### src/shared/ccrb_pkg.sv
// ccrb_pkg: offsets, reset values, field positions and scaling constants
// for the charger control register bank.
// assumes: referenced by the register bank only, the bench uses literals; no imports.
package ccrb_pkg;

  // ==========================================================
  // register offsets
  localparam logic [7:0] OFS_STATUS = 8'h00;
  localparam logic [7:0] OFS_FAULT = 8'h01;
  localparam logic [7:0] OFS_THERM = 8'h02;
  localparam logic [7:0] OFS_FCHG = 8'h03;
  localparam logic [7:0] OFS_TERM = 8'h04;
  localparam logic [7:0] OFS_VBAT = 8'h05;
  localparam logic [7:0] UNMAPPED_READ = 8'hFF;

  // ==========================================================
  // reset values of the writable parts
  localparam logic [3:0] RST_FAULT_MASK = 4'h0;
  localparam logic [7:0] RST_THERM_CTRL = 8'h88;
  localparam logic [7:0] RST_FCHG = 8'h14;
  localparam logic [7:0] RST_TERM = 8'h0E;
  localparam logic [7:0] RST_VBAT = 8'h78;

  // ==========================================================
  // field positions
  localparam int STORAGE_BIT = 5;
  localparam int THERM_EN_BIT = 7;
  localparam int EN_INT_BIT = 3;
  localparam int RANGE_BIT = 7;
  localparam int CODE_LSB = 2;
  localparam int CE_BIT = 1;
  localparam int HZ_BIT = 0;
  localparam int TE_BIT = 1;
  localparam int VCODE_LSB = 1;

  // ==========================================================
  // charge states and temperature zones
  localparam logic [1:0] CHG_READY = 2'h0;
  localparam logic [1:0] CHG_ACTIVE = 2'h1;
  localparam logic [1:0] CHG_DONE = 2'h2;
  localparam logic [1:0] CHG_FAULT = 2'h3;
  localparam logic [1:0] ZONE_NORMAL = 2'h0;
  localparam logic [1:0] ZONE_COLD_HOT = 2'h1;
  localparam logic [1:0] ZONE_COOL = 2'h2;
  localparam logic [1:0] ZONE_WARM = 2'h3;

  // ==========================================================
  // current and voltage scaling
  localparam logic [4:0] CODE_EXTERNAL = 5'h1F;
  localparam logic [8:0] ICHG_LO_BASE_MA = 9'h005;
  localparam logic [8:0] ICHG_LO_MAX_MA = 9'h023;
  localparam logic [8:0] ICHG_HI_BASE_MA = 9'h028;
  localparam logic [8:0] ICHG_HI_STEP_MA = 9'h00A;
  localparam logic [8:0] ICHG_HI_MAX_MA = 9'h12C;
  // termination in 500 uA units
  localparam logic [6:0] ITERM_LO_BASE = 7'h01;
  localparam logic [6:0] ITERM_LO_MAX = 7'h0A;
  localparam logic [6:0] ITERM_HI_BASE = 7'h0C;
  localparam logic [6:0] ITERM_HI_STEP = 7'h02;
  localparam logic [12:0] VBAT_BASE_MV = 13'h0E10;
  localparam logic [12:0] VBAT_STEP_MV = 13'h000A;
  localparam logic [12:0] VBAT_MAX_MV = 13'h122A;
  localparam logic [12:0] VBAT_WARM_DROP_MV = 13'h008C;

endpackage

### src/logic/ccrb_register_bank.sv
// ccrb_register_bank: the charger's six control and status registers,
// their read side effects and the decoded settings they drive.
// assumes: a serial engine on clk hands over register accesses as single
// cycle strobes; all analog status inputs are asynchronous to clk.
//
// Notes on behaviour
// - charge state in 0x00 bits 7:6, present condition only
// - 0x00 bit 5 write-only, resets 0, 1 requests storage state
// - 0x00 bit 4 set on push-button reset, cleared after read
// - 0x00 bit 3 timer fault survives reads, clears on disable toggle or power
// - 0x00 bits 2:0 live: power limit, disable pin, switcher on
// - 0x01 bit 7 overvoltage keeps reading 1 while it persists
// - 0x01 bit 6 undervoltage reported once per new event, clear on read
// - 0x01 bit 5 battery lockout keeps reading 1 while present
// - 0x01 bit 4 battery overcurrent cleared after a read
// - mask bits reset 0; a 1 suppresses signalling of that condition
// - 0x02 bit 7 resets 1, enables thermistor monitoring
// - 0x02 bits 6:5 temperature zone: normal, cold/hot, cool, warm
// - 0x02 bit 4 open thermistor; stops charge when option enabled
// - 0x02 bit 3 resets 1: interrupt shows faults plus charge status
// - charge current 5+code mA or 40+10*code mA by range bit
// - charge current saturates at 35 or 300 mA; all ones selects external
// - 0x03 bit 1 disables charger, bit 0 high impedance; both reset 0
// - termination 0.5+0.5*code mA or 6+code mA by range bit
// - low termination range saturates at 5 mA
// - 0x04 bit 1 resets 1 enabling termination, inhibited under other loops
// - regulation voltage 3.6 V plus code*10 mV, saturating at 4.65 V
// - reads outside the map return 0xFF
`timescale 1ns/1ps

module ccrb_register_bank (
  input wire logic clk,
  input wire logic rst,
  input wire logic [7:0] reg_addr,
  input wire logic reg_wr_en,
  input wire logic [7:0] reg_wdata,
  input wire logic reg_rd_en,
  output logic [7:0] reg_rdata,
  input wire logic [1:0] charge_state_in,
  input wire logic reset_cond_in,
  input wire logic wake_cond_in,
  input wire logic timer_fault_in,
  input wire logic input_power_limit_active,
  input wire logic chip_disable_pin,
  input wire logic switcher_on,
  input wire logic input_overvoltage,
  input wire logic below_sleep_threshold,
  input wire logic battery_lockout,
  input wire logic battery_overcurrent,
  input wire logic [1:0] temperature_zone_in,
  input wire logic thermistor_open_in,
  input wire logic open_thermistor_stop_option,
  output logic storage_state_request,
  output logic charger_disable,
  output logic high_impedance_request,
  output logic thermistor_enable,
  output logic charge_stop,
  output logic use_external_current,
  output logic [8:0] charge_current_ma,
  output logic charge_current_halved,
  output logic [6:0] termination_half_ma,
  output logic termination_active,
  output logic [12:0] battery_target_voltage,
  output logic interrupt_request
);

  // ==========================================================
  // synchronisers: stage a feeds stage b only
  typedef struct packed {
    logic [1:0] charge_state;
    logic reset_cond;
    logic wake_cond;
    logic timer_fault;
    logic power_limit;
    logic disable_pin;
    logic switcher;
    logic ov;
    logic uv;
    logic lockout;
    logic ocp;
    logic [1:0] zone;
    logic open;
    logic open_opt;
  } ccrb_inputs_type;

  typedef struct packed {
    ccrb_inputs_type sync_a;
    ccrb_inputs_type sync_b;
    ccrb_inputs_type prev;
    logic storage_state_request;
    logic reset_fault_flag;
    logic wake_flag;
    logic timer_flag;
    logic input_overvoltage_flag;
    logic input_undervoltage_flag;
    logic battery_lockout_flag;
    logic battery_overcurrent_flag;
    logic [3:0] fault_mask;
    logic [7:0] therm_ctrl;
    logic [7:0] fast_charge;
    logic [7:0] term_ctrl;
    logic [7:0] vbat_ctrl;
    logic [7:0] rdata;
    logic status_event;
  } ccrb_state_type;

  ccrb_state_type st_r;
  ccrb_state_type st_nxt;
  ccrb_inputs_type raw_in;

  assign raw_in = '{
    charge_state: charge_state_in,
    reset_cond: reset_cond_in,
    wake_cond: wake_cond_in,
    timer_fault: timer_fault_in,
    power_limit: input_power_limit_active,
    disable_pin: chip_disable_pin,
    switcher: switcher_on,
    ov: input_overvoltage,
    uv: below_sleep_threshold,
    lockout: battery_lockout,
    ocp: battery_overcurrent,
    zone: temperature_zone_in,
    open: thermistor_open_in,
    open_opt: open_thermistor_stop_option
  };

  // ==========================================================
  // decoders
  function automatic logic [8:0] ccrb_charge_ma(input logic [7:0] r);
    logic [4:0] code;
    logic [8:0] hi;
    code = r[ccrb_pkg::CODE_LSB +: 5];
    hi = ccrb_pkg::ICHG_HI_BASE_MA + 9'(code) * ccrb_pkg::ICHG_HI_STEP_MA;
    if (!r[ccrb_pkg::RANGE_BIT]) begin
      ccrb_charge_ma = ccrb_pkg::ICHG_LO_BASE_MA + 9'(code);
      if (ccrb_charge_ma > ccrb_pkg::ICHG_LO_MAX_MA) begin
        ccrb_charge_ma = ccrb_pkg::ICHG_LO_MAX_MA;
      end
    end else begin
      ccrb_charge_ma = (hi > ccrb_pkg::ICHG_HI_MAX_MA) ?
                       ccrb_pkg::ICHG_HI_MAX_MA : hi;
    end
  endfunction

  function automatic logic [6:0] ccrb_term_half_ma(input logic [7:0] r);
    logic [6:0] code;
    code = 7'(r[ccrb_pkg::CODE_LSB +: 5]);
    if (!r[ccrb_pkg::RANGE_BIT]) begin
      ccrb_term_half_ma = ccrb_pkg::ITERM_LO_BASE + code;
      if (ccrb_term_half_ma > ccrb_pkg::ITERM_LO_MAX) begin
        ccrb_term_half_ma = ccrb_pkg::ITERM_LO_MAX;
      end
    end else begin
      ccrb_term_half_ma = ccrb_pkg::ITERM_HI_BASE
                          + 7'(code * ccrb_pkg::ITERM_HI_STEP);
    end
  endfunction

  function automatic logic [12:0] ccrb_vbat_mv(input logic [7:0] r);
    logic [12:0] v;
    v = ccrb_pkg::VBAT_BASE_MV
        + 13'(r[ccrb_pkg::VCODE_LSB +: 7]) * ccrb_pkg::VBAT_STEP_MV;
    ccrb_vbat_mv = (v > ccrb_pkg::VBAT_MAX_MV) ? ccrb_pkg::VBAT_MAX_MV : v;
  endfunction

  // ==========================================================
  // read images
  logic [7:0] status_img;
  logic [7:0] fault_img;
  logic [7:0] therm_img;
  logic [1:0] zone_live;

  always_comb begin
    zone_live = st_r.sync_b.zone;
    status_img = {st_r.sync_b.charge_state,
                  1'b0,
                  st_r.reset_fault_flag,
                  st_r.timer_flag,
                  st_r.sync_b.power_limit,
                  st_r.sync_b.disable_pin,
                  st_r.sync_b.switcher};
    fault_img = {st_r.input_overvoltage_flag,
                 st_r.input_undervoltage_flag,
                 st_r.battery_lockout_flag,
                 st_r.battery_overcurrent_flag,
                 st_r.fault_mask};
    therm_img = {st_r.therm_ctrl[ccrb_pkg::THERM_EN_BIT],
                 zone_live,
                 st_r.sync_b.open,
                 st_r.therm_ctrl[3:0]};
  end

  // ==========================================================
  // next state
  logic rd_status;
  logic rd_fault;
  logic wr_hit;
  logic cd_toggle;

  always_comb begin
    st_nxt = st_r;
    st_nxt.sync_a = raw_in;
    st_nxt.sync_b = st_r.sync_a;
    st_nxt.prev = st_r.sync_b;
    rd_status = reg_rd_en && (reg_addr == ccrb_pkg::OFS_STATUS);
    rd_fault = reg_rd_en && (reg_addr == ccrb_pkg::OFS_FAULT);
    wr_hit = reg_wr_en;
    cd_toggle = st_r.sync_b.disable_pin != st_r.prev.disable_pin;

    // clear on read, a new event in the same cycle wins
    st_nxt.reset_fault_flag = (st_r.reset_fault_flag && !rd_status)
                              || (st_r.sync_b.reset_cond && !st_r.prev.reset_cond);
    st_nxt.wake_flag = st_r.wake_flag
                       || (st_r.sync_b.wake_cond && !st_r.prev.wake_cond);
    if (rd_status && !(st_r.sync_b.wake_cond && !st_r.prev.wake_cond)) begin
      st_nxt.wake_flag = 1'b0;
    end
    // reads leave the timer fault alone
    st_nxt.timer_flag = (st_r.timer_flag && !cd_toggle)
                        || st_r.sync_b.timer_fault;
    st_nxt.input_overvoltage_flag = st_r.sync_b.ov
                                    || (st_r.input_overvoltage_flag && !rd_fault);
    st_nxt.input_undervoltage_flag = (st_r.sync_b.uv && !st_r.prev.uv)
                                     || (st_r.input_undervoltage_flag && !rd_fault);
    st_nxt.battery_lockout_flag = st_r.sync_b.lockout
                                  || (st_r.battery_lockout_flag && !rd_fault);
    st_nxt.battery_overcurrent_flag = (st_r.sync_b.ocp && !st_r.prev.ocp)
                                      || (st_r.battery_overcurrent_flag && !rd_fault);

    if (wr_hit) begin
      case (reg_addr)
        ccrb_pkg::OFS_STATUS: st_nxt.storage_state_request =
                                reg_wdata[ccrb_pkg::STORAGE_BIT];
        ccrb_pkg::OFS_FAULT: st_nxt.fault_mask = reg_wdata[3:0];
        ccrb_pkg::OFS_THERM: st_nxt.therm_ctrl = reg_wdata;
        ccrb_pkg::OFS_FCHG: st_nxt.fast_charge = reg_wdata;
        ccrb_pkg::OFS_TERM: st_nxt.term_ctrl = reg_wdata;
        ccrb_pkg::OFS_VBAT: st_nxt.vbat_ctrl = reg_wdata;
        default: st_nxt.rdata = st_r.rdata;
      endcase
    end

    if (reg_rd_en) begin
      case (reg_addr)
        ccrb_pkg::OFS_STATUS: st_nxt.rdata = status_img;
        ccrb_pkg::OFS_FAULT: st_nxt.rdata = fault_img;
        ccrb_pkg::OFS_THERM: st_nxt.rdata = therm_img;
        ccrb_pkg::OFS_FCHG: st_nxt.rdata = st_r.fast_charge;
        ccrb_pkg::OFS_TERM: st_nxt.rdata = st_r.term_ctrl;
        ccrb_pkg::OFS_VBAT: st_nxt.rdata = st_r.vbat_ctrl;
        default: st_nxt.rdata = ccrb_pkg::UNMAPPED_READ;
      endcase
    end

    // charge status changes feed the interrupt only while enabled
    st_nxt.status_event = (st_r.sync_b.charge_state != st_r.prev.charge_state)
                          && st_r.therm_ctrl[ccrb_pkg::EN_INT_BIT];
  end

  // ==========================================================
  // state register
  always_ff @(posedge clk) begin
    if (rst) begin
      st_r <= '0;
      st_r.fault_mask <= ccrb_pkg::RST_FAULT_MASK;
      st_r.therm_ctrl <= ccrb_pkg::RST_THERM_CTRL;
      st_r.fast_charge <= ccrb_pkg::RST_FCHG;
      st_r.term_ctrl <= ccrb_pkg::RST_TERM;
      st_r.vbat_ctrl <= ccrb_pkg::RST_VBAT;
    end else begin
      st_r <= st_nxt;
    end
  end

  // ==========================================================
  // outputs
  logic [8:0] ichg_full;
  logic [12:0] vbat_full;
  logic zone_on;

  assign reg_rdata = st_r.rdata;
  assign storage_state_request = st_r.storage_state_request;
  assign charger_disable = st_r.fast_charge[ccrb_pkg::CE_BIT];
  assign high_impedance_request = st_r.fast_charge[ccrb_pkg::HZ_BIT];
  assign thermistor_enable = st_r.therm_ctrl[ccrb_pkg::THERM_EN_BIT];
  assign zone_on = st_r.therm_ctrl[ccrb_pkg::THERM_EN_BIT];
  assign ichg_full = ccrb_charge_ma(st_r.fast_charge);
  assign use_external_current =
    st_r.fast_charge[ccrb_pkg::CODE_LSB +: 5] == ccrb_pkg::CODE_EXTERNAL;
  assign charge_current_ma = ichg_full;
  assign charge_current_halved = zone_on && (st_r.sync_b.zone == ccrb_pkg::ZONE_COOL);
  // halving is left to the analog loop; the code stays as programmed
  assign charge_stop = (st_r.sync_b.open && st_r.sync_b.open_opt)
                       || (zone_on && st_r.sync_b.zone == ccrb_pkg::ZONE_COLD_HOT);
  assign termination_half_ma = ccrb_term_half_ma(st_r.term_ctrl);
  assign termination_active = st_r.term_ctrl[ccrb_pkg::TE_BIT]
                              && !st_r.sync_b.power_limit
                              && !charge_current_halved;
  assign vbat_full = ccrb_vbat_mv(st_r.vbat_ctrl);
  assign battery_target_voltage =
    (zone_on && st_r.sync_b.zone == ccrb_pkg::ZONE_WARM) ?
    vbat_full - ccrb_pkg::VBAT_WARM_DROP_MV : vbat_full;
  // masked conditions never reach the interrupt line
  assign interrupt_request =
    (st_r.input_overvoltage_flag && !st_r.fault_mask[3])
    || (st_r.input_undervoltage_flag && !st_r.fault_mask[2])
    || (st_r.battery_lockout_flag && !st_r.fault_mask[1])
    || (st_r.battery_overcurrent_flag && !st_r.fault_mask[0])
    || (st_r.wake_flag && !st_r.therm_ctrl[2])
    || (st_r.reset_fault_flag && !st_r.therm_ctrl[1])
    || (st_r.timer_flag && !st_r.therm_ctrl[0])
    || st_r.status_event;

endmodule

### config.mk
export PLATFORM = sky130hd
export DESIGN_NAME = ccrb_register_bank
export DESIGN_NICKNAME = d
export VERILOG_FILES = /design/src/shared/ccrb_pkg.sv /design/src/logic/ccrb_register_bank.sv
export SDC_FILE = /design/constraint.sdc
export NUM_CORES = 1
export LEC_CHECK = 0
export BUFFER_PORTS_ARGS = -buffer_cell sky130_fd_sc_hd__buf_2
export CAP_MARGIN = 10
export CORE_MARGIN = 2
export CORE_UTILIZATION = 44
export DETAILED_ROUTE_END_ITERATION = 10
export GPL_TIMING_DRIVEN = 0
export PLACE_DENSITY_LB_ADDON = 0.25
export RECOVER_POWER = 100
export SYNTH_ARGS = -nofsm -noshare
export SYNTH_HDL_FRONTEND = slang
export SYNTH_SLANG_ARGS = --single-unit
### constraint.sdc
create_clock -name clk -period 3.9 [get_ports clk]
set_input_delay 0.39 -clock clk [delete_from_list [all_inputs] [get_ports clk]]
set_output_delay 0.39 -clock clk [all_outputs]
set_load 0.1 [all_outputs]
Word-level counts from Yosys, hierarchy flattened
Index checks and enable logic that the tools add are counted.
{ "op_classes": {"n_addsub": 6, "mul": 2, "order_cmp": 4, "n_eq_ne": 11, "muxes": 9, "n_reduce_logical": 67} }
{ "op_table": {"columns": ["operator", "n"], "rows": [
  ["$pmux W8 S6", 1],
  ["$logic_and A1 B1 Y1", 27],
  ["$mux W13", 2],
  ["$mux W9", 2],
  ["$logic_not A1 Y1", 17],
  ["$eq A8 B2 Y1 const B", 2],
  ["$eq A8 B3 Y1 const B", 2],
  ["$logic_or A1 B1 Y1", 15],
  ["$add A12 B11 Y13 const A", 1],
  ["$gt A13 B13 Y1 const B", 1],
  ["$sub A13 B8 Y13 const B", 1],
  ["$mux W6", 2],
  ["$reduce_and A2 Y1", 6],
  ["$mul A7 B3 Y10 const B", 1],
  ["$add A6 B9 Y9 const A", 1],
  ["$gt A9 B9 Y1 const B", 1],
  ["$eq A8 B1 Y1 const B", 1],
  ["$logic_not A8 Y1", 1],
  ["$mul A5 B3 Y8 const B", 1],
  ["$mux W8", 1],
  ["$add A4 B6 Y7 const A", 1],
  ["$mux W7", 1],
  ["$add A1 B5 Y6 const A", 1],
  ["$add A3 B5 Y6 const A", 1],
  ["other kinds (8)", 9]
]} }
{ "word_totals": {"ff_bits": 92, "inputBits": 36} }

Longest topological paths before layout
Gate-level depths: netlist of the first run.
{ "depth": {"depth_word": 9, "ltp_mapped": 12} }

Worst setup path after synthesis of the first run
Ideal clock, no wire load.
{ "synth_timing": {"path_kind": "register to output", "startpoint": "register st_r[13] in the netlist's numbering", "endpoint": "output battery_target_voltage[11]", "t_arrival_ns": 5.847, "t_required_ns": 3.510, "setup_slack_ns": -2.337, "stages_incl_launch_ff": 12, "path_buffers": 1, "cell_sequence": "dfxtp_1 -> ha_1 -> ha_1 -> fa_1 -> buf_6 -> a211o_1 -> a211o_1 -> nor4_4 -> nor4_2 -> o221a_4 -> a21o_1 -> o41ai_1"} }
{ "synth_via": {"elab_chain_cells": 6} }
{ "synth_lines": {"columns": ["element", "line_no", "source"], "rows": [
  ["start, declared", "ccrb_register_bank.sv:107", "ccrb_state_type st_r;"],
  ["start signal, assigned", "ccrb_register_bank.sv:272", "st_r <= st_nxt;"],
  ["$mul A7 B3 Y10 *", "ccrb_register_bank.sv:163", "+ 13'(r[ccrb_pkg::VCODE_LSB +: 7]) * ccrb_pkg::VBAT_STEP_MV;"],
  ["$add A12 B11 Y13 *", "ccrb_register_bank.sv:163", null],
  ["$gt A13 B13 Y1", "ccrb_register_bank.sv:164", "ccrb_vbat_mv = (v > ccrb_pkg::VBAT_MAX_MV) ? ccrb_pkg::VBAT_MAX_MV : v;"],
  ["$mux W13 *", "ccrb_register_bank.sv:164", null],
  ["$sub A13 B8 Y13", "ccrb_register_bank.sv:303", "vbat_full - ccrb_pkg::VBAT_WARM_DROP_MV : vbat_full;"],
  ["$mux W13 *", "ccrb_register_bank.sv:302", "(zone_on && st_r.sync_b.zone == ccrb_pkg::ZONE_WARM) ?"],
  ["end, declared", "ccrb_register_bank.sv:63", "output logic [12:0] battery_target_voltage,"]
]} }
Mark *: on every way between the ends. The rest lies on a longest branch, timed or not.

Worst setup path after layout of the first run
{ "layout_timing": {"startpoint": "register st_r[14] in the netlist's numbering", "endpoint": "output battery_target_voltage[8]"} }
Same word-level chain as after synthesis.

==> impl_metrics.csv, run 1 <==
group,metric,value,unit
sta,setup_slack,-0.307,ns
sta,finalMaxSlewViolations,0,
placement,place_congestion,0.917,
synthesis,ys_types,73,
critical_path,critPathMaxFanout,9,
critical_path,end_kind,"output port",
cells_and_area,final_net_count,752,
cts,cts-root-buf,"clkbuf_16",
cts,ctsHoldBuffers,0,
cells_and_area,final_cell_mix,"82 x dfxtp_1, 62 x nand2_1, 48 x clkbuf_1, 47 x nor2b_1, 45 x nor2_1",
critical_path,cp.arrival,3.82,ns
flow_run,drv_cap,0,
critical_path,crit_path_start_kind,"flip-flop",
synthesis,synth_top_family_by_area,"simple AND/OR/NAND/NOR gates",
synthesis,synth.net_count,644,
grt,grt_pass1_vias,4254,
synthesis,yosys.area_share.simple,23.3,%
cells_and_area,fin_area,6500,um^2
cells_and_area,area_delta_synth_final,30.8,%
detailed_routing,wl_met2,6.57,mm
floorplanning,initial_core_util,45.5,%
synthesis,synth_compound_area_share,18.1,%
placement,place_ws,-0.507,ns
detailed_routing,wl_met1,5.60,mm
grt,grt-ovfl-total,0,
sta,worstMarginPinSlew,1.18,ns
detailed_routing,top_layer_used,"met4",
detailed_routing,num_vias,4557,
sta,final_hold_viol_count,0,
synthesis,synthMuxAreaShare,6.09,%
detailed_routing,wl_per_cell,15.8,um
synthesis,synthCells,581,
synthesis,synth-xor-area-share,3.70,%
placement,post-dp-hpwl,9.33,mm
power,power.density,324,nW/um^2
cells_and_area,mostFrequentLayoutCell,"dfxtp_1",
synthesis,yosysSeqAreaShare,35.8,%
detailed_routing,drtAntennaViolNets,0,
sta,grt_setup_unrepaired,"true",
floorplanning,fp.dieArea,12200,um^2
synthesis,synth-adder-area-share,7.10,%
power,peakVddDrop,0.266,mV
cells_and_area,drive_above_1_share,23.6,%
synthesis,netlist_area,4970,um^2
cts,clkSlewWorstSetupHoldPaths,0.07,ns
synthesis,syn_avg_cell_area,8.56,um^2
sta,setup_viol_count_final,12,
detailed_routing,dr.pass1.iters,5,
cts,clock_sinks,89,
floorplanning,placementRows,38,
floorplanning,fp.dieH,110,um
cts,cts_inserted_buffers,9,
synthesis,synth-edff-count,0,
sta,fmax,238,MHz
critical_path,setup.worst_path.class,"flip-flop to output port",
placement,dp_cells,799,
outcome,run_status,"complete, but fails checks",
grt,grt_usage,21.3,%
sta,min_period,4.21,ns
detailed_routing,first_iter_violations,297,
floorplanning,fp.coreArea,10900,um^2
power,leakagePower,0.00273,uW
grt,antenna_found_initial,0,
cts,clock_latency,0.34,ns
detailed_routing,wl,13.2,mm
sta,skew,0.00636,ns
sta,slew_headroom,21.9,%
detailed_routing,avgViaCountPerCell,5.46,
critical_path,crit_required,3.51,ns
grt,grt_pass1_wl,20.2,mm
outcome,violations,"negative setup slack",
grt,grt_start_max_net_pins,19,
synthesis,synth_ff_type,"dfxtp_1",
placement,dpl_cell_area,5680,um^2
floorplanning,die_x,110,um
cts,cts_tree,"built",
detailed_routing,remaining_drc_errors,0,
placement,port-buffer-count,78,
cells_and_area,diodes,0,
floorplanning,num_io_pins,82,
detailed_routing,wl_met3,770,um
cts,htree_levels,3,
synthesis,async_flop_share,0,%
synthesis,synth_warnings,0,
sta,finalCritPeriodShare,108,%
cells_and_area,finalNonFillerCells,834,
min_path,hp-class,"input pin to flip-flop",
cts,clock_path_buffers,2,
synthesis,ys_seq_elements,89,
repair_timing:
action	in CTS	in global routing
endpoints found under the setup margin	18	17
pin swaps	15	13
buffers inserted	10	10
gates resized for setup	70	25
cell families after synthesis:
| kind of cell | after synthesis |
|---|---|
| AO/OA/AOI/OAI | 126 |
| XOR/XNOR | 21 |
| adder cells (fa/ha/maj) | 27 |
| buffers and inverters | 62 |
| flip-flops | 89 |
| multiplexers | 30 |
| other | 1 |
| AND/OR/NAND/NOR | 225 |
per-layer routing:
| layer | up-vias | GRT usage (%) |
|---|---|---|
| li1 | 2247 | - |
| met1 | 2119 | 26.9 |
| met2 | 161 | 36.3 |
| met3 | 30 | 4.41 |
| met4 | 0 | 7.05 |
| met5 | - | 0 |
flip-flops by register name, indices dropped and copies added, names as in the netlist:
name	cells
storage_state_request	1
charger_disable	1
st_nxt	30
thermistor_enable	1
high_impedance_request	1
fault_img	8
zone_live	2
reg_rdata	8
st_r	37
synthesized netlist by cell type, types with 4 or more instances:
library cell,count,area (um^2)
a211o_1,7,61.3
a211oi_1,6,45.0
a21o_1,4,30.0
a21oi_1,26,130
a221oi_1,10,87.6
a22o_1,4,35.0
and2_1,5,31.3
and3_1,7,43.8
buf_4,10,75.1
clkbuf_1,19,71.3
dfxtp_1,89,1780
ha_1,25,313
inv_1,26,97.6
mux2i_1,28,280
nand2_1,63,236
nand2b_1,6,37.5
nand3_1,13,65.1
nand3b_1,5,37.5
nand4_1,4,25.0
nor2_1,45,169
nor2b_1,47,294
nor3_1,11,55.1
o21a_1,8,60.1
o21ai_0,23,115
xnor2_1,12,105
xor2_1,9,78.8
layout make-up:
type / instances / area [um^2]
Multi-Input combinational cell: 430 / 3270
Inverter: 26 / 97.6
Clock buffer: 9 / 225
Buffer: 35 / 183
Timing Repair Buffer: 98 / 672
Clock inverter: 7 / 90.1
Fill cell: 954 / 4430
Tap cell: 140 / 175
Sequential cell: 89 / 1790
stage by stage:
stage	hold WS, ns	utilization [%]	TNS [ns]	power [uW]
final	0.249	59.5	-2.85	2110
after global routing	0.247	59.5	-4.65	2180
after CTS	0.243	58.1	-2.94	2120
after detailed placement	0.421	52.0	-3.73	1210
after global placement	0.415	52.0	-2.79	1210
after floorplan	0.413	-	-0.363	1150
where the power goes:
part | leakage [uW] | total [uW] | internal, uW | switching, uW
clock network | 0.000156 | 906 | 516 | 391
logic | 0.00185 | 248 | 74.1 | 174
registers | 0.000728 | 951 | 936 | 14.7
critical path: stages (launching register included):
cell      delay, ns
dfxtp_2        0.36
ha_1           0.30
ha_1           0.28
buf_2          0.20
o21a_1         0.23
a211oi_1       0.14
or2_2          0.37
o21ai_0        0.40
o211ai_4       0.25
a21o_4         0.28
a22o_2         0.26
a31o_2         0.23
buf_8          0.17
path summary, 6_finish.rpt:
path | from | endpoint | slack, ns | depth (start not counted)
hold / removal | battery_lockout | st_nxt[74] | 0.25 | 2
setup reg to reg | st_r[30] | reg_rdata[5] | 2.55 | 5
hold reg to reg | st_nxt[75] | st_nxt[59] | 0.44 | 1
setup / recovery | st_r[14] | battery_target_voltage[8] | -0.31 | 12
Note: power is estimated with default switching activity, not from simulation.
==> run 2: changes to the inputs <==
--- a/config.mk
+++ b/config.mk
@@ -5,6 +5,7 @@
 export SDC_FILE = /design/constraint.sdc
 export NUM_CORES = 1
 export LEC_CHECK = 0
+export ABC_AREA = 1
 export BUFFER_PORTS_ARGS = -buffer_cell sky130_fd_sc_hd__buf_2
 export CAP_MARGIN = 10
 export CORE_MARGIN = 2
@@ -13,6 +14,7 @@
 export GPL_TIMING_DRIVEN = 0
 export PLACE_DENSITY_LB_ADDON = 0.25
 export RECOVER_POWER = 100
+export SKIP_CTS_REPAIR_TIMING = 1
 export SYNTH_ARGS = -nofsm -noshare
 export SYNTH_HDL_FRONTEND = slang
 export SYNTH_SLANG_ARGS = --single-unit
==> run 2 against run 1 <==
The flow still finishes with violations (negative setup slack); cell count grew 11%; non-clock buffer count decreased by 24; fmax increased by 2.4%; critical endpoint unchanged; area after synthesis fell by 3.8%; synthesized cell count up 16%; global-route usage about the same; worst setup slack improved by 0.097 ns.
==> impl_metrics.csv, run 2 <==
group,metric,value,unit
grt,grt_usage,21.3,%
cells_and_area,regMostFlops,"st_r",
sta,fin_setup_tns,-1.35,ns
synthesis,async_flop_share,0,%
detailed_routing,avgViaCountPerCell,5.09,
grt,grt_start_max_net_pins,19,
cells_and_area,drive_above_1_share,20.1,%
critical_path,critPathMaxFanout,5,
outcome,violations,"negative setup slack",
synthesis,netlist.area_leader.share,37.2,%
critical_path,crit_chain,"ha_4 -> ha_4 -> fa_1 -> ha_2 -> inv_2 -> nor2_4 -> inv_2 -> nor2_2 -> nand2_2 -> nand3_4 -> nand2_4 -> nor2_4 -> buf_6 -> nand4_4 -> nand2_4 -> nand2_4 -> nor2_4 -> nand2_2 -> nand2_4 -> nand2_1 -> nand2_1 -> nand2_1 -> buf_12",
critical_path,end_kind,"output port",
cells_and_area,final_net_count,840,
cts,cts_tree,"built",
cts,clkSlewWorstSetupHoldPaths,0.10,ns
synthesis,yosysSeqAreaShare,37.2,%
sta,fmax,243,MHz
cells_and_area,mostFrequentLayoutCell,"inv_1",
flow_run,drv_cap,0,
floorplanning,die_x,108,um
synthesis,synth.net_count,739,
floorplanning,fp.dieH,108,um
floorplanning,num_io_pins,82,
synthesis,synth_warnings,0,
floorplanning,placementRows,38,
grt,grt-ovfl-total,0,
min_path,hp-class,"input pin to flip-flop",
cells_and_area,diodes,0,
sta,finalMaxSlewViolations,0,
detailed_routing,drtAntennaViolNets,0,
detailed_routing,num_vias,4696,
grt,grt_pass1_vias,4207,
critical_path,cp.arrival,3.72,ns
synthesis,synthCells,676,
critical_path,crit_top_cell,"nand2_4",
critical_path,crit_buf_inv,4,
cells_and_area,area_delta_synth_final,24.2,%
synthesis,ys_types,44,
cts,cts_inserted_buffers,9,
detailed_routing,remaining_drc_errors,0,
cells_and_area,largest_register_ffs,37,
detailed_routing,wl,12.9,mm
placement,place_ws,-0.245,ns
cts,clock_path_buffers,2,
placement,place_congestion,0.945,
sta,setup_slack,-0.211,ns
sta,skew,0.0190,ns
detailed_routing,dr.pass1.iters,5,
synthesis,synth_area_leaders,"dfxtp_1 37%, inv_1 9.0%, nand2_1 8.8%",
synthesis,synth_ff_type,"dfxtp_1",
critical_path,crit_required,3.51,ns
synthesis,ys_seq_elements,89,
critical_path,cpMaxStageDelayCell,"fa_1",
floorplanning,initial_core_util,44.5,%
placement,post-dp-hpwl,9.66,mm
cts,clock_latency,0.37,ns
detailed_routing,wl_per_cell,14.0,um
detailed_routing,first_iter_violations,395,
synthesis,synth_area_leader_cell,"dfxtp_1",
synthesis,syn_avg_cell_area,7.08,um^2
critical_path,crit_family,"simple AND/OR/NAND/NOR gates",
sta,setup_viol_count_final,10,
synthesis,netlist_area,4780,um^2
critical_path,setup.worst_path.class,"flip-flop to output port",
cts,htree_levels,3,
sta,final_hold_viol_count,0,
grt,grt_pass1_wl,19.6,mm
grt,antenna_found_initial,0,
power,power.density,307,nW/um^2
sta,worstMarginPinSlew,1.18,ns
cells_and_area,final_cell_mix,"112 x inv_1, 104 x nor2_1, 104 x nand2_1, 82 x dfxtp_1, 38 x a21oi_1",
power,leakagePower,0.00274,uW
synthesis,synth_most_common_cell,"inv_1",
cts,clock_sinks,89,
cts,cts-root-buf,"clkbuf_8",
synthesis,synthTopCellsByCount,"115 x inv_1, 112 x nand2_1, 106 x nor2_1, 89 x dfxtp_1, 41 x a21oi_1",
sta,slew_headroom,21.4,%
sta,grt_setup_unrepaired,"true",
outcome,run_status,"complete, but fails checks",
floorplanning,fp.coreArea,10700,um^2
critical_path,slowest_delay,0.53,ns
power,peakVddDrop,0.261,mV
placement,port-buffer-count,79,
sta,whs,0.215,ns
sta,finalCritPeriodShare,105,%
synthesis,synth-edff-count,0,
floorplanning,fp.dieArea,11700,um^2
critical_path,crit_path_start_kind,"flip-flop",
sta,min_period,4.11,ns
-- run 2: cell types whose count changed after synthesis, moves of 7 or more --
cell | before | now
inv_1 | 26 | 115
nor2_1 | 45 | 106
nand2_1 | 63 | 112
nor2b_1 | 47 | 0
mux2i_1 | 28 | 0
a21oi_1 | 26 | 41
nand3_1 | 13 | 26
nand2_2 | 0 | 12
clkbuf_1 | 19 | 10
o21ai_0 | 23 | 32
xnor2_1 | 12 | 3
o21a_1 | 8 | 0
and3_1 | 7 | 0
-- run 2: where the power goes --
group | leakage, uW | total (uW) | switching, uW | internal, uW
Sequential | 0.000729 | 949 | 13.2 | 936
Clock | 0.0000973 | 624 | 372 | 252
Combinational | 0.00192 | 255 | 188 | 66.8
-- run 2: path summary, 6_finish.rpt --
path	slack, ns	endpoint	cells past startpoint	start
max	-0.21	battery_target_voltage[8]	23	st_r[11]
min	0.21	st_nxt[75]	3	below_sleep_threshold
max reg2reg	2.44	reg_rdata[2]	6	st_r[11]
min reg2reg	0.40	st_nxt[68]	2	st_nxt[84]
-- run 2: per-stage QoR --
step,utilization [%],power (uW),instances,cell area [um^2]
2_1_floorplan,-,1150,676,4820
3_3_place_gp,50.1,1210,895,5390
3_5_place_dp,50.1,1210,895,5390
4_1_cts,51.9,1820,911,5580
5_1_grt,55.3,1900,922,5940
6_report,55.3,1830,922,5940
-- run 2: cells by family (layout without fill, tap and decap cells) --
logic type | Yosys count | count (layout) | synth area share, %
xor+xnor | 11 | 11 | 2.01
compound gates | 114 | 114 | 14.5
simple gates | 291 | 292 | 26.9
other cells | 1 | 1 | 0.0784
buf+inv | 143 | 248 | 11.9
fa+ha+maj | 27 | 27 | 7.38
flops | 89 | 89 | 37.2
-- run 2: cell type report --
class,instances,area (um^2)
fillers,1043,4800
multi-input cells,445,2590
flip-flops and latches,89,1800
repair buffers,89,611
inverters,123,467
well taps,140,175
clock buffers,9,124
plain buffers,20,109
clock inverters,7,70.1
-- run 2: tightest hold or removal path: cells and delay by family --
kind	cells	cell delay [ns]
buffers and inverters	2	0.13
AND/OR/NAND/NOR	1	0.03
-- run 2: metal layers --
metal / global-route usage [%] / part of all wire (%) / vias to the layer above
met3: 3.13 / 3.8 / 29
met1: 25.7 / 43 / 2189
met5: 0 / 0 / -
met4: 8.42 / 2.7 / 0
met2: 38.0 / 51 / 116
li1: - / - / 2362
